--- config.mk ---
export PLATFORM = sky130hd
export DESIGN_NAME = power_mode_controller
export DESIGN_NICKNAME = d
export VERILOG_FILES = /design/src/hw/power_mode_pkg.sv /design/src/hw/power_mode_controller.sv
export SDC_FILE = /design/constraint.sdc
export NUM_CORES = 1
export LEC_CHECK = 0
export BUFFER_PORTS_ARGS = -buffer_cell sky130_fd_sc_hd__buf_2
export CAP_MARGIN = 20
export CORE_MARGIN = 3
export CORE_UTILIZATION = 45
export CTS_BUF_LIST = sky130_fd_sc_hd__clkbuf_8
export DETAILED_ROUTE_END_ITERATION = 8
export GPL_TIMING_DRIVEN = 0
export PLACE_DENSITY = 0.84
export SLEW_MARGIN = 20
export SYNTH_ARGS = -nofsm -noshare
export SYNTH_HDL_FRONTEND = slang
export SYNTH_SLANG_ARGS = --single-unit
--- constraint.sdc ---
create_clock -name sys_clk_i -period 3.25 [get_ports sys_clk_i]
set_input_delay 0.65 -clock sys_clk_i [delete_from_list [all_inputs] [get_ports sys_clk_i]]
set_output_delay 0.65 -clock sys_clk_i [all_outputs]
set_load 0.02 [all_outputs]
--- src/hw/power_mode_pkg.sv ---
// Purpose: Shared constants and types of the power mode controller
// Assumes: 10 MHz system clock, word-aligned Wishbone register map
// Notes:   Times are in ns; cycle counts derive from the clock period
package power_mode_pkg;

	typedef enum logic [2:0] {
		MODE_ACTIVE,
		MODE_SLEEP,
		MODE_LOW_POWER,
		MODE_MICRO_POWER,
		MODE_STANDBY,
		MODE_BACKUP,
		MODE_POWER_DOWN
	} mode_t;

	typedef enum logic [1:0] {
		SEQ_INIT,
		SEQ_OSC,
		SEQ_RUN
	} seq_t;

	localparam logic [2:0]  MODE_CODE_MAX   = 3'h6;

	// Register byte offsets
	localparam logic [7:0]  ADDR_CTRL       = 8'h00;
	localparam logic [7:0]  ADDR_CFG        = 8'h04;
	localparam logic [7:0]  ADDR_IRQ_EN     = 8'h08;
	localparam logic [7:0]  ADDR_STATUS     = 8'h0C;
	localparam logic [7:0]  ADDR_WAKE_CAUSE = 8'h10;

	// Configuration field positions
	localparam int          CFG_ICACHE      = 0;
	localparam int          CFG_PRIMARY_OFF = 1;
	localparam int          CFG_ACCEL_SLEEP = 2;
	localparam int          CFG_ACCEL_RET   = 3;
	localparam int          CFG_BANK_RET_LO = 4;
	localparam logic [7:0]  CFG_RESET       = 8'hF0;
	localparam logic [15:0] IRQ_EN_RESET    = 16'h0000;

	// Wake source bit positions
	localparam int          WAKE_W          = 18;
	localparam int          W_SPI           = 0;
	localparam int          W_AUDIO         = 1;
	localparam int          W_I2C           = 2;
	localparam int          W_UART          = 3;
	localparam int          W_TIMER         = 4;
	localparam int          W_WDT           = 5;
	localparam int          W_WAKE_TIMER    = 6;
	localparam int          W_CMP_ANY       = 7;
	localparam int          W_RTC           = 8;
	localparam int          W_GPIO          = 9;
	localparam int          W_COPROC        = 10;
	localparam int          W_LP_UART       = 11;
	localparam int          W_LP_TMR_A      = 12;
	localparam int          W_LP_TMR_B      = 13;
	localparam int          W_LP_WDT        = 14;
	localparam int          W_CMP_ZERO      = 15;
	localparam int          W_P3_ZERO       = 16;
	localparam int          W_P3_ONE        = 17;
	localparam int          CAUSE_PIN       = 18;
	localparam int          CAUSE_IRQ       = 19;

	localparam logic [WAKE_W-1:0] WAKE_LPM_MASK = 18'h007FF;
	localparam logic [WAKE_W-1:0] WAKE_MPM_MASK = 18'h07BC0;
	localparam logic [WAKE_W-1:0] WAKE_STB_MASK = 18'h08340;
	localparam logic [WAKE_W-1:0] WAKE_PDM_MASK = 18'h30000;

	// Restart timing
	localparam int unsigned CLK_PERIOD_NS   = 100;
	localparam int unsigned OSC_START_NS    = 1000;
	localparam int unsigned SYS_INIT_NS     = 5000;
	localparam int unsigned OSC_START_CYC   =
		(OSC_START_NS + CLK_PERIOD_NS - 1) / CLK_PERIOD_NS;
	localparam int unsigned SYS_INIT_CYC    =
		(SYS_INIT_NS + CLK_PERIOD_NS - 1) / CLK_PERIOD_NS;

endpackage

--- src/hw/power_mode_controller.sv ---
// Purpose: Chip power mode sequencer with Wishbone register access
// Assumes: Inputs synchronous to sys_clk_i, reset pin low is asserted
// Notes:   Overview of operation below; all outputs are registered
//
// Overview of operation
// - Active: both cores run; coprocessor reaches only banks two and three
// - Bank three usable as coprocessor cache in active and low power
// - Active mode clocks only peripherals currently requesting a clock
// - Sleep halts cores, peripherals and DMA stay, accelerator per setting
// - Sleep exits on any enabled peripheral interrupt or reset pin
// - Low power: main core, banks zero/one retained; coprocessor keeps running
// - Low power: DMA reads flash, primary optional, other oscillators on
// - Low power return skips system initialization, faster than backup
// - Low power exits on listed peripherals, reset pin or coprocessor
// - Micro power retains cores, banks, holds GPIO, accelerator off
// - Micro power retains peripherals; primary, secondary off; rest on
// - Micro power exits on listed low-power sources or reset pin
// - Standby retains all, stops primary, secondary and baud oscillators
// - Standby and backup exit only on RTC, timer, GPIO, comparator, pin
// - Backup: cores, peripherals off, per-bank retention, two oscillators
// - Power down: all off, monitors on, wake on port three pins, pin
// - Oscillators follow mode entry and exit with no software action
//
// Decided for this implementation: the register addresses and register access over Wishbone.
`timescale 1ns/10ps
module power_mode_controller #(
	parameter int N_PERIPH = 16
) (
	input  wire logic                               sys_clk_i,
	input  wire logic                               reset_i,
	input  wire logic                               wb_cyc_i,
	input  wire logic                               wb_stb_i,
	input  wire logic                               wb_we_i,
	input  wire logic [7:0]                         wb_adr_i,
	input  wire logic [3:0]                         wb_sel_i,
	input  wire logic [31:0]                        wb_dat_i,
	output logic      [31:0]                        wb_dat_o,
	output logic                                    wb_ack_o,
	input  wire logic                               external_reset_pin_n_i,
	input  wire logic [power_mode_pkg::WAKE_W-1:0]  wake_i,
	input  wire logic [N_PERIPH-1:0]                periph_irq_i,
	input  wire logic [N_PERIPH-1:0]                periph_req_i,
	output power_mode_pkg::mode_t                   mode_o,
	output logic                                    main_core_pwr_o,
	output logic                                    main_core_run_o,
	output logic                                    cop_core_pwr_o,
	output logic                                    cop_core_run_o,
	output logic      [3:0]                         bank_pwr_o,
	output logic      [3:0]                         bank_retain_o,
	output logic      [3:0]                         cop_bank_access_o,
	output logic                                    bank3_icache_o,
	output logic                                    accel_quad_pwr_o,
	output logic                                    accel_mem_retain_o,
	output logic                                    periph_pwr_o,
	output logic                                    periph_run_o,
	output logic      [N_PERIPH-1:0]                periph_clk_en_o,
	output logic                                    dma_en_o,
	output logic                                    dma_flash_en_o,
	output logic                                    gpio_hold_o,
	output logic                                    primary_osc_en_o,
	output logic                                    secondary_osc_en_o,
	output logic                                    baud_osc_en_o,
	output logic                                    rtc_crystal_osc_en_o,
	output logic                                    nano_ring_osc_en_o,
	output logic                                    volt_mon_en_o
);
	import power_mode_pkg::*;

	generate
		if (N_PERIPH < 1 || N_PERIPH > 16) begin : g_bad_width
			$error("N_PERIPH must lie between 1 and 16");
		end
	endgenerate

	typedef struct packed {
		logic                  ack;
		logic [31:0]           dat;
		mode_t                 mode;
		seq_t                  seq;
		logic [7:0]            cnt;
		logic                  cold;
		logic [7:0]            cfg;
		logic [15:0]           irq_en;
		logic [19:0]           cause;
		logic                  mc_pwr;
		logic                  mc_run;
		logic                  cp_pwr;
		logic                  cp_run;
		logic [3:0]            bank_pwr;
		logic [3:0]            bank_ret;
		logic [3:0]            cop_acc;
		logic                  icache;
		logic                  accel_q;
		logic                  accel_ret;
		logic                  per_pwr;
		logic                  per_run;
		logic [N_PERIPH-1:0]   clk_en;
		logic                  dma;
		logic                  dma_flash;
		logic                  gpio_hold;
		logic                  osc_pri;
		logic                  osc_sec;
		logic                  osc_baud;
		logic                  osc_xtal;
		logic                  osc_nano;
		logic                  vmon;
	} state_t;

	state_t s;
	state_t next_s;

	logic                  req;
	logic                  wr;
	logic                  pin_wake;
	logic                  irq_wake;
	logic [WAKE_W-1:0]     allowed;
	logic                  wake;
	logic [15:0]           irq_vec;

	always_comb begin
		next_s = s;
		req = wb_cyc_i & wb_stb_i & ~s.ack;
		wr = req & wb_we_i;
		next_s.ack = req;
		irq_vec = 16'h0000;
		irq_vec[N_PERIPH-1:0] = periph_irq_i;
		pin_wake = ~external_reset_pin_n_i;
		irq_wake = 1'b0;
		// Each mode only listens to its own wake set
		case (s.mode)
			MODE_SLEEP: begin
				allowed = '0;
				irq_wake = |(irq_vec & s.irq_en);
			end
			MODE_LOW_POWER:   allowed = WAKE_LPM_MASK;
			MODE_MICRO_POWER: allowed = WAKE_MPM_MASK;
			MODE_STANDBY:     allowed = WAKE_STB_MASK;
			MODE_BACKUP:      allowed = WAKE_STB_MASK;
			MODE_POWER_DOWN:  allowed = WAKE_PDM_MASK;
			default:          allowed = '0;
		endcase
		wake = pin_wake | irq_wake | |(wake_i & allowed);

		// Register reads answer from current state
		if (req && !wb_we_i) begin
			case (wb_adr_i)
				ADDR_CTRL:       next_s.dat = {29'h0, s.mode};
				ADDR_CFG:        next_s.dat = {24'h0, s.cfg};
				ADDR_IRQ_EN:     next_s.dat = {16'h0, s.irq_en};
				ADDR_STATUS:     next_s.dat = {27'h0, s.seq, s.mode};
				ADDR_WAKE_CAUSE: next_s.dat = {12'h0, s.cause};
				default:         next_s.dat = 32'h0000_0000;
			endcase
		end else begin
			next_s.dat = 32'h0000_0000;
		end
		if (wr && wb_adr_i == ADDR_CFG && wb_sel_i[0]) begin
			next_s.cfg = wb_dat_i[7:0];
		end
		if (wr && wb_adr_i == ADDR_IRQ_EN) begin
			if (wb_sel_i[0]) begin
				next_s.irq_en[7:0] = wb_dat_i[7:0];
			end
			if (wb_sel_i[1]) begin
				next_s.irq_en[15:8] = wb_dat_i[15:8];
			end
		end

		// Mode sequencer
		case (s.seq)
			SEQ_RUN: begin
				if (s.mode != MODE_ACTIVE && wake) begin
					next_s.cause = {irq_wake, pin_wake,
						wake_i & allowed};
					next_s.seq = SEQ_OSC;
					next_s.cnt = 8'(OSC_START_CYC - 1);
					next_s.cold = (s.mode == MODE_BACKUP) ||
						(s.mode == MODE_POWER_DOWN);
				end else if (wr && wb_adr_i == ADDR_CTRL && wb_sel_i[0] &&
						s.mode == MODE_ACTIVE &&
						wb_dat_i[2:0] <= MODE_CODE_MAX) begin
					next_s.mode = mode_t'(wb_dat_i[2:0]);
					next_s.cause = 20'h00000;
				end
			end
			SEQ_OSC: begin
				if (s.cnt == 8'h00) begin
					// Warm return skips the init wait
					if (s.cold) begin
						next_s.seq = SEQ_INIT;
						next_s.cnt = 8'(SYS_INIT_CYC - 1);
					end else begin
						next_s.seq = SEQ_RUN;
						next_s.mode = MODE_ACTIVE;
					end
				end else begin
					next_s.cnt = s.cnt - 8'h01;
				end
			end
			SEQ_INIT: begin
				if (s.cnt == 8'h00) begin
					next_s.seq = SEQ_RUN;
					next_s.mode = MODE_ACTIVE;
					next_s.cold = 1'b0;
				end else begin
					next_s.cnt = s.cnt - 8'h01;
				end
			end
			default: next_s.seq = SEQ_INIT;
		endcase

		// Domain controls follow the next mode
		next_s.mc_pwr = 1'b0;
		next_s.mc_run = 1'b0;
		next_s.cp_pwr = 1'b0;
		next_s.cp_run = 1'b0;
		next_s.bank_pwr = 4'h0;
		next_s.bank_ret = 4'h0;
		next_s.cop_acc = 4'h0;
		next_s.icache = 1'b0;
		next_s.accel_q = 1'b0;
		next_s.accel_ret = 1'b0;
		next_s.per_pwr = 1'b0;
		next_s.per_run = 1'b0;
		next_s.clk_en = '0;
		next_s.dma = 1'b0;
		next_s.dma_flash = 1'b0;
		next_s.gpio_hold = 1'b0;
		next_s.osc_pri = 1'b0;
		next_s.osc_sec = 1'b0;
		next_s.osc_baud = 1'b0;
		next_s.osc_xtal = 1'b1;
		next_s.osc_nano = 1'b1;
		next_s.vmon = 1'b1;
		if (next_s.seq != SEQ_RUN) begin
			// Clocks come back before any core is released
			next_s.osc_pri = 1'b1;
			next_s.osc_sec = 1'b1;
			next_s.osc_baud = 1'b1;
			next_s.mc_pwr = 1'b1;
			next_s.cp_pwr = 1'b1;
			next_s.bank_pwr = 4'hF;
			next_s.per_pwr = 1'b1;
			next_s.gpio_hold = 1'b1;
		end else begin
			case (next_s.mode)
				MODE_ACTIVE: begin
					next_s.mc_pwr = 1'b1;
					next_s.mc_run = 1'b1;
					next_s.cp_pwr = 1'b1;
					next_s.cp_run = 1'b1;
					next_s.bank_pwr = 4'hF;
					next_s.cop_acc = 4'hC;
					next_s.icache = next_s.cfg[CFG_ICACHE];
					next_s.accel_q = 1'b1;
					next_s.per_pwr = 1'b1;
					next_s.per_run = 1'b1;
					next_s.clk_en = periph_req_i;
					next_s.dma = 1'b1;
					next_s.dma_flash = 1'b1;
					next_s.osc_pri = 1'b1;
					next_s.osc_sec = 1'b1;
					next_s.osc_baud = 1'b1;
				end
				MODE_SLEEP: begin
					next_s.mc_pwr = 1'b1;
					next_s.cp_pwr = 1'b1;
					next_s.bank_pwr = 4'hF;
					next_s.accel_q = next_s.cfg[CFG_ACCEL_SLEEP];
					next_s.per_pwr = 1'b1;
					next_s.per_run = 1'b1;
					next_s.clk_en = periph_req_i;
					next_s.dma = 1'b1;
					next_s.osc_pri = 1'b1;
					next_s.osc_sec = 1'b1;
					next_s.osc_baud = 1'b1;
				end
				MODE_LOW_POWER: begin
					next_s.mc_pwr = 1'b1;
					next_s.cp_pwr = 1'b1;
					next_s.cp_run = 1'b1;
					next_s.bank_pwr = 4'hC;
					next_s.bank_ret = 4'h3;
					next_s.cop_acc = 4'hC;
					next_s.icache = next_s.cfg[CFG_ICACHE];
					next_s.accel_q = 1'b1;
					next_s.per_pwr = 1'b1;
					next_s.per_run = 1'b1;
					next_s.clk_en = periph_req_i;
					next_s.dma = 1'b1;
					next_s.dma_flash = 1'b1;
					next_s.osc_pri = ~next_s.cfg[CFG_PRIMARY_OFF];
					next_s.osc_sec = 1'b1;
					next_s.osc_baud = 1'b1;
				end
				MODE_MICRO_POWER, MODE_STANDBY: begin
					next_s.mc_pwr = 1'b1;
					next_s.cp_pwr = 1'b1;
					next_s.bank_ret = 4'hF;
					next_s.accel_ret = next_s.cfg[CFG_ACCEL_RET];
					next_s.per_pwr = 1'b1;
					next_s.gpio_hold = 1'b1;
					// Standby drops the baud source as well
					next_s.osc_baud = (next_s.mode == MODE_MICRO_POWER);
				end
				MODE_BACKUP: begin
					next_s.bank_ret = next_s.cfg[CFG_BANK_RET_LO +: 4];
					next_s.accel_ret = next_s.cfg[CFG_ACCEL_RET];
				end
				MODE_POWER_DOWN: begin
					next_s.osc_xtal = 1'b0;
					next_s.osc_nano = 1'b0;
				end
				default: next_s.mode = MODE_ACTIVE;
			endcase
		end
	end

	always_ff @(posedge sys_clk_i) begin
		if (reset_i) begin
			s <= '0;
			s.cfg <= CFG_RESET;
			s.irq_en <= IRQ_EN_RESET;
			// Clocks run through reset so the first core release follows them
			s.osc_pri <= 1'b1;
			s.osc_sec <= 1'b1;
			s.osc_baud <= 1'b1;
		end else begin
			s <= next_s;
		end
	end

	assign wb_dat_o = s.dat;
	assign wb_ack_o = s.ack;
	assign mode_o = s.mode;
	assign main_core_pwr_o = s.mc_pwr;
	assign main_core_run_o = s.mc_run;
	assign cop_core_pwr_o = s.cp_pwr;
	assign cop_core_run_o = s.cp_run;
	assign bank_pwr_o = s.bank_pwr;
	assign bank_retain_o = s.bank_ret;
	assign cop_bank_access_o = s.cop_acc;
	assign bank3_icache_o = s.icache;
	assign accel_quad_pwr_o = s.accel_q;
	assign accel_mem_retain_o = s.accel_ret;
	assign periph_pwr_o = s.per_pwr;
	assign periph_run_o = s.per_run;
	assign periph_clk_en_o = s.clk_en;
	assign dma_en_o = s.dma;
	assign dma_flash_en_o = s.dma_flash;
	assign gpio_hold_o = s.gpio_hold;
	assign primary_osc_en_o = s.osc_pri;
	assign secondary_osc_en_o = s.osc_sec;
	assign baud_osc_en_o = s.osc_baud;
	assign rtc_crystal_osc_en_o = s.osc_xtal;
	assign nano_ring_osc_en_o = s.osc_nano;
	assign volt_mon_en_o = s.vmon;

	localparam int OSC_WAIT_MAX = int'(OSC_START_CYC) + 1;

	AST_ACTIVE_BANKS: assert property (@(posedge sys_clk_i) disable iff (reset_i)
		(s.seq == SEQ_RUN && s.mode == MODE_ACTIVE) |->
		(main_core_run_o && cop_core_run_o && bank_pwr_o == 4'hF &&
		cop_bank_access_o == 4'hC))
		else $error("active mode bank access wrong");
	AST_ICACHE_MODES: assert property (@(posedge sys_clk_i) disable iff (reset_i)
		bank3_icache_o |->
		(mode_o == MODE_ACTIVE || mode_o == MODE_LOW_POWER))
		else $error("cache option outside active or low power");
	AST_DYN_CLOCK: assert property (@(posedge sys_clk_i) disable iff (reset_i)
		(s.seq == SEQ_RUN && s.mode == MODE_ACTIVE) |->
		periph_clk_en_o == $past(periph_req_i))
		else $error("peripheral clock does not follow request");
	AST_SLEEP_STATE: assert property (@(posedge sys_clk_i) disable iff (reset_i)
		(s.seq == SEQ_RUN && s.mode == MODE_SLEEP) |->
		(!main_core_run_o && !cop_core_run_o && periph_pwr_o && dma_en_o))
		else $error("sleep domain state wrong");
	AST_SLEEP_WAKE: assert property (@(posedge sys_clk_i) disable iff (reset_i)
		(s.seq == SEQ_RUN && s.mode == MODE_SLEEP &&
		(|(irq_vec & s.irq_en) || !external_reset_pin_n_i)) |=>
		s.seq == SEQ_OSC)
		else $error("sleep did not start wake");
	AST_LPM_STATE: assert property (@(posedge sys_clk_i) disable iff (reset_i)
		(s.seq == SEQ_RUN && s.mode == MODE_LOW_POWER) |->
		(!main_core_run_o && cop_core_run_o && bank_retain_o == 4'h3 &&
		dma_flash_en_o && baud_osc_en_o && secondary_osc_en_o))
		else $error("low power domain state wrong");
	AST_LPM_FAST: assert property (@(posedge sys_clk_i) disable iff (reset_i)
		(s.seq == SEQ_RUN && s.mode == MODE_LOW_POWER && wake) |->
		##[1:OSC_WAIT_MAX] (main_core_run_o && mode_o == MODE_ACTIVE))
		else $error("low power return too slow");
	AST_MPM_STATE: assert property (@(posedge sys_clk_i) disable iff (reset_i)
		(s.seq == SEQ_RUN && s.mode == MODE_MICRO_POWER) |->
		(!accel_quad_pwr_o && gpio_hold_o && !primary_osc_en_o &&
		!secondary_osc_en_o && baud_osc_en_o && !periph_run_o))
		else $error("micro power domain state wrong");
	AST_STANDBY_HOLD: assert property (@(posedge sys_clk_i) disable iff (reset_i)
		(s.seq == SEQ_RUN && s.mode == MODE_STANDBY &&
		external_reset_pin_n_i && !(|(wake_i & WAKE_STB_MASK))) |=>
		(s.seq == SEQ_RUN && mode_o == MODE_STANDBY))
		else $error("standby left without allowed source");
	AST_BACKUP_RET: assert property (@(posedge sys_clk_i) disable iff (reset_i)
		(s.seq == SEQ_RUN && s.mode == MODE_BACKUP) |->
		(bank_retain_o == s.cfg[7:4] && !baud_osc_en_o &&
		rtc_crystal_osc_en_o && nano_ring_osc_en_o && !main_core_pwr_o))
		else $error("backup retention wrong");
	AST_PDM_OFF: assert property (@(posedge sys_clk_i) disable iff (reset_i)
		(s.seq == SEQ_RUN && s.mode == MODE_POWER_DOWN) |->
		(bank_retain_o == 4'h0 && !rtc_crystal_osc_en_o && volt_mon_en_o))
		else $error("power down state wrong");
	AST_OSC_FIRST: assert property (@(posedge sys_clk_i) disable iff (reset_i)
		$rose(main_core_run_o) |->
		$past(primary_osc_en_o && secondary_osc_en_o && baud_osc_en_o))
		else $error("core released before oscillators");
endmodule

==> results of run 1 <==
-- final cells by class --
type	instances	area [um^2]
Buffer	92	644
Clock buffer	18	248
Clock inverter	14	154
Fill cell	949	4470
Inverter	10	37.5
Multi-Input combinational cell	348	2240
Sequential cell	114	2280
Tap cell	140	175
Timing Repair Buffer	147	736
-- per-layer routing --
layer  vias up  part of all wire, %
li1       2245                    -
met1      2117                   40
met2       191                   49
met3        32                  8.2
met4         0                  2.5
met5         -                    0
-- cells by family (layout without fill, tap and decap cells) --
| group | after synthesis | in the layout | synth area share (%) |
|---|---|---|---|
| mux | 30 | 30 | 5.86 |
| other cells | 1 | 14 | 0.0729 |
| compound gates | 114 | 114 | 16.0 |
| buf+inv | 102 | 281 | 13.3 |
| fa+ha+maj | 5 | 5 | 1.22 |
| simple gates | 184 | 184 | 19.1 |
| flops | 114 | 114 | 44.4 |
| xor+xnor | 1 | 1 | 0.170 |
-- power by group through the flow --
stage / Clock, W / Sequential (W) / Combinational [W]
3_3_place_gp: 0 / 0.00161 / 0.00106
4_1_cts: 0.00135 / 0.00158 / 0.00108
3_5_place_dp: 0 / 0.00162 / 0.00108
5_1_grt: 0.00142 / 0.00160 / 0.00119
6_report: 0.00132 / 0.00158 / 0.00109
2_1_floorplan: 0 / 0.00163 / 0.000767
-- state kept, by name, summed over array words and instances (netlist names), 2 cells and up --
register and flops:
wb_dat_o 20, s 55, periph_clk_en_o 16, mode_o 3
bank_retain_o 4, bank_pwr_o 2
-- cell usage after synthesis (3+ instances only) --
library cell,count
a221oi_1,5
a31oi_1,6
nand4_1,3
a21boi_0,3
buf_4,71
mux2i_1,29
dfxtp_1,114
and2_1,14
o32ai_1,3
clkbuf_1,9
a22o_1,17
o21ai_0,13
nand2_1,32
a32o_1,4
nand3_1,12
a22oi_1,9
nor3_1,12
buf_6,3
o21ai_1,4
and2_4,9
a21oi_1,23
a211oi_1,4
a222oi_1,6
inv_1,10
and3_1,6
nor2_1,60
nand2b_1,3
nor4_1,8
or2_2,3
o22ai_1,6
ha_1,5
or3_1,4
buf_2,8
-- what timing repair did --
item | CTS | global route
setup endpoints to repair | 0 | 11
hold endpoints to repair | 0 | 0
gates resized for setup | 0 | 2
-- worst max-delay path by stage --
stage	end	slack, ns	cells after the start	start
floorplan	periph_clk_en_o[10]$_SDFF_PP0_	0.62	9	wb_adr_i[1]
global placement	wb_dat_o[10]$_SDFF_PP0_	0.13	7	wb_adr_i[1]
detailed placement	wb_dat_o[10]$_SDFF_PP0_	0.13	7	wb_adr_i[1]
CTS	s[47]$_SDFFE_PP0P_	0.18	11	mode_o[2]$_SDFF_PP0_
global route	s[47]$_SDFFE_PP0P_	0.10	11	mode_o[2]$_SDFF_PP0_
finish	s[47]$_SDFFE_PP0P_	0.28	11	mode_o[2]$_SDFF_PP0_
-- per-stage QoR --
stage          instances  power (W)
2_1_floorplan        564    0.00240
3_3_place_gp         851    0.00267
3_5_place_dp         851    0.00270
4_1_cts              883    0.00402
5_1_grt              883    0.00420
6_report             883    0.00400
-- critical path: cells and delay by family, from the launching register on --
family / cells / cell delay [ns]
flops: 1 / 0.53
simple gates: 3 / 0.62
buf+inv: 3 / 0.66
compound gates: 4 / 0.90
fa+ha+maj: 1 / 0.19
==> metrics, run 1 <==
status=finished, final reports clean; register share of total power=39.6%; register bit total from synthesis=114; DR iter-0 viols=approximately 380; endpoints failing hold=0; required time worst endpoint=about 3.6 ns; H-tree Lvls=4; IO buf count=147; grt met1 use=24.8%; element type at the critical path end=flop; CP max FO=10; Reg2Reg Depth=11; CP max stage delay=0.53 ns; DR WL/cell=around 15 um; TritonCTS clock tree=done; Worst-path clk slew=0.07 ns; Hold Crit Class=primary input to flop; die area=12700 um^2; detailed-route via count=about 4600; worst skew pair latency=about 0.43 ns; maxcap violations=0; largest net degree at the start of global routing=17; die height=113 um; RePlAce Congestion=a little under 0.9; mean area per synthesized cell=9.33 um^2; max_slew headroom=25.4%; core footprint=between 10000 and 15000 um^2; Worst Hold End=periph_clk_en_o[6]$_SDFF_PP0_; antenna cells=0; worst-path cell chain=buf_4, inv_1, ha_1, nor2_1, nor4_1, nor4_1, o21a_1, o21ai_1, a21oi_2, buf_2, a22o_1; setup bufs post-CTS=0; WHS Path Cells=2; synth top area cells=dfxtp_1 44%, buf_4 10%, mux2i_1 5.6%, nor2_1 4.4%, a22o_1 2.9%; grt ovf=0; vias per inst=5.19; Post-Route Setup TNS=0 ns; PD cells=614 nW/um^2; CTS Sinks=114; DPL Wire Length=10.2 mm; f_max=0.337 GHz; WHS=0.416 ns; met3 usage=6.68%; RSZ-0062 raised after global routing=no; Die Wd=around 110 um; Pint=approximately 0.0027 W; gr busiest metal=met2; Setup Viol. Count Final=0; FP Rows=38; drc violations=0; Synthesis Warnings=0; Final WS setup=between 0.2 and 0.3 ns; most frequent cells in the layout=155 x buf_2, 114 x dfxtp_1, 71 x buf_4, 60 x nor2_1, 32 x nand2_1; Post-Synthesis Cells=551; Design Area, Final=about 6500 um^2; most common cell after layout, fill and taps aside=buf_2; Post-synth EDFFs=0; Most used DFF post-synth=dfxtp_1; Least-Margin Pin Slew=1.11 ns; Pre-Repair DR Iteration Count=5; clock root buffer master=clkbuf_8; area of the mapped netlist=approximately 5000 um^2; sw frac=32.3%; Final Cycle Share=around 91%; Cell Area, Placed=roughly 6000 um^2; Synth top area share=44.4%; launch point of the worst reg-to-reg path=mode_o[2]$_SDFF_PP0_; worst r2r dst=s[47]$_SDFFE_PP0P_; initial core utilization=46.8%; CP most frequent cell=nor4_1; DP Worst Slack=roughly 0.13 ns; All-Layer GR Usage=20.9%; initial antenna violation count=0; cts hold-fix bufs=0; final antenna-violating net count=0; first-pass GRT wire length=21.1 mm; Final Critical Period=slightly below 3 ns; cts bufs inserted=17; vias in the first global route=4310; hold_sp=periph_req_i[6]; fin. max-slew vios=0; peak supply drop=0.000331 V; ys async rst share=0%; Ports=182; area delta synth->final=26.7%; global-route met2 utilization=35.3%; Max stage delay cell, worst path=dfxtp_1; Clock Skew=0.0136 ns; Total Wirelength=13.4 mm; Clk pwr share=33.1%; P_sw=0.00129 W; worst path arrival time=approximately 3.3 ns; crit start category=flop; largest area contributor in the netlist=dfxtp_1; Synth cell types=62; combinational power share=27.3%; Clock Tree Buf Depth=2; reg2reg setup slack=0.28 ns; Leak=~3 nW; sequential-to-total area share from yosys stat=about 44%; WS Path Type=flop to flop; Final Util=59.3%; nets=835; share of layout cells above drive strength 1=38.8%
No activity file was read; power rests on OpenSTA's default activity.
==> run 2: changes to the inputs <==
--- a/config.mk
+++ b/config.mk
@@ -17,3 +17,4 @@
 export SYNTH_ARGS = -nofsm -noshare
 export SYNTH_HDL_FRONTEND = slang
 export SYNTH_SLANG_ARGS = --single-unit
+export TNS_END_PERCENT = 1
==> constraint.sdc (replaced) <==
create_clock -name sys_clk_i -period 3.25 [get_ports sys_clk_i]
set_input_delay 0.1625 -clock sys_clk_i [delete_from_list [all_inputs] [get_ports sys_clk_i]]
set_output_delay 0.1625 -clock sys_clk_i [all_outputs]
set_load 0.02 [all_outputs]
==> metrics, run 2 (same netlist as run 1, synthesis figures left out) <==
Final Critical Period=3.06 ns (was 2.97 ns); endpoints failing hold=0 (unchanged); status=finished, final reports clean (unchanged); fin. max-slew vios=0 (unchanged); DR WL/cell=15.9 um (was 15.2 um); All-Layer GR Usage=22.9% (was 20.9%); largest net degree at the start of global routing=17 (unchanged); grt met1 use=26.4% (was 24.8%); number of fill cells in the layout=865 (was 949); PD cells=580 nW/um^2 (was 614 nW/um^2); multi-input logic area=2240 um^2 (unchanged); share of layout cells above drive strength 1=36.5% (was 38.8%); max FFs per register=55 (unchanged); die area=12700 um^2 (unchanged); CTS Sinks=114 (unchanged); Setup Viol. Count Final=0 (unchanged); WHS=0.0329 ns (was 0.416 ns); IO buf count=147 (unchanged); global-route met2 utilization=39.3% (was 35.3%); maxcap violations=0 (unchanged); RePlAce Congestion=0.883 (unchanged); RSZ-0062 raised after global routing=no (unchanged); Final WS setup=0.191 ns (was 0.282 ns); Final Util=63.7% (was 59.3%); CP max FO=10 (unchanged); antenna cells=0 (unchanged); vias in the first global route=4669 (was 4310); DR iter-0 viols=556 (was 378); first-pass GRT wire length=23.2 mm (was 21.1 mm); required time worst endpoint=3.62 ns (about the same); peak supply drop=0.000331 V (about the same); nets=884 (was 835); clock root buffer master=clkbuf_8 (unchanged); FP Rows=38 (unchanged); Worst-path clk slew=0.08 ns (was 0.07 ns); Placed Cells=851 (unchanged); Die Wd=113 um (unchanged); final antenna-violating net count=0 (unchanged); core footprint=11000 um^2 (unchanged); Ports=182 (unchanged); f_max=0.327 GHz (was 0.337 GHz); Leak=3.15 nW (was 2.95 nW); Final Cycle Share=94.1% (was 91.3%); Pre-Repair DR Iteration Count=7 (was 5); setup bufs post-CTS=0 (unchanged); DPL Wire Length=10.2 mm (unchanged); Least-Margin Pin Slew=1.02 ns (was 1.11 ns); Post-Layout Cell Count=932 (was 883); worst skew pair latency=0.43 ns (about the same); detailed-route via count=4925 (was 4585); gr busiest metal=met2 (unchanged); area delta synth->final=36.1% (was 26.7%); initial antenna violation count=0 (unchanged); crit start category=flop (unchanged); Clock Tree Buf Depth=2 (unchanged); DP Worst Slack=0.211 ns (was 0.125 ns); Post-Route Setup TNS=0 ns (unchanged); max_slew headroom=31.1% (was 25.4%); Reg with most FFs=s (unchanged); Hold Crit Class=primary input to flop (unchanged); worst path arrival time=3.43 ns (was 3.34 ns); vias per inst=5.28 (was 5.19); Total Wirelength=14.9 mm (was 13.4 mm); register area=2280 um^2 (unchanged); drc violations=0 (unchanged); most common cell after layout, fill and taps aside=buf_2 (unchanged); initial core utilization=46.8% (unchanged); die height=113 um (unchanged); met3 usage=6.68% (unchanged); TritonCTS clock tree=done (unchanged); grt ovf=0 (unchanged); H-tree Lvls=4 (unchanged); WS Path Type=flop to flop (unchanged); most frequent cells in the layout=155 x buf_2, 114 x dfxtp_1, 71 x buf_4, 60 x nor2_1, 48 x dlygate4sd3_1 (was 155 x buf_2, 114 x dfxtp_1, 71 x buf_4, 60 x nor2_1, 32 x nand2_1); Clock Skew=0.0141 ns (was 0.0136 ns); cts bufs inserted=17 (unchanged); element type at the critical path end=flop (unchanged)
==> run 2: cell count changes in the layout (fill, tap and decap cells not counted) <==
cell           previous run  this run
clkbuf_2                  0         1
dlygate4sd3_1             0        48
==> run 2: routing by layer <==
metal	share of wire (%)	routed length [um]	up-vias
met5	0	0	-
met4	4.5	666	0
met3	8.6	1290	67
met2	48	7150	270
met1	39	5760	2251
li1	-	-	2337
==> run 2: path summary, 6_finish.rpt <==
kind                         from                endpoint  slack (ns)  depth (start not counted)
min reg2reg      s[86]$_SDFF_PP1_  wb_dat_o[4]$_SDFF_PP0_        0.48                          2
max reg2reg  mode_o[2]$_SDFF_PP0_      s[51]$_SDFFE_PP0P_        0.19                         11
min                   wb_dat_i[4]      s[70]$_SDFFE_PP0P_        0.03                          3
max          mode_o[2]$_SDFF_PP0_      s[51]$_SDFFE_PP0P_        0.19                         11
==> run 2: repair_timing <==
| action | 4_1_cts | 5_1_grt |
|---|---|---|
| hold buffers | 48 | 0 |
| hold endpoints to repair | 49 | 0 |
| endpoints found under the setup margin | 0 | 11 |
| resized for setup | 0 | 2 |
==> run 2: through the flow <==
stage               power (W)  area, um^2
floorplan             0.00240        5190
CTS                   0.00406        6980
detailed placement    0.00270        6100
global placement      0.00267        6100
finish                0.00406        7000
global route          0.00425        7000
==> run 2: power by group <==
| part | switching, W | total, W | internal, W |
|---|---|---|---|
| registers | 0.0000594 | 0.00158 | 0.00152 |
| logic | 0.000633 | 0.00114 | 0.000509 |
| clock network | 0.000625 | 0.00134 | 0.000711 |
| total | 0.00132 | 0.00406 | 0.00274 |
==> run 2: worst max-delay path: stages, from the launching register on <==
cell and delay [ns]:
dfxtp_1 0.53, buf_4 0.25, inv_1 0.12, ha_1 0.20, nor2_1 0.16, nor4_1 0.08
nor4_1 0.41, o21a_1 0.29, o21ai_1 0.12, a21oi_2 0.35, buf_2 0.31, a22o_1 0.18
==> run 2: layout make-up <==
| class | count | share of cell area, % |
|---|---|---|
| Multi-Input combinational cell | 348 | 32.0 |
| Tap cell | 140 | 2.50 |
| Timing Repair Buffer | 196 | 17.4 |
| Sequential cell | 114 | 32.6 |
| Buffer | 92 | 9.21 |
| Clock buffer | 18 | 3.54 |
| Clock inverter | 14 | 2.20 |
| Inverter | 10 | 0.536 |
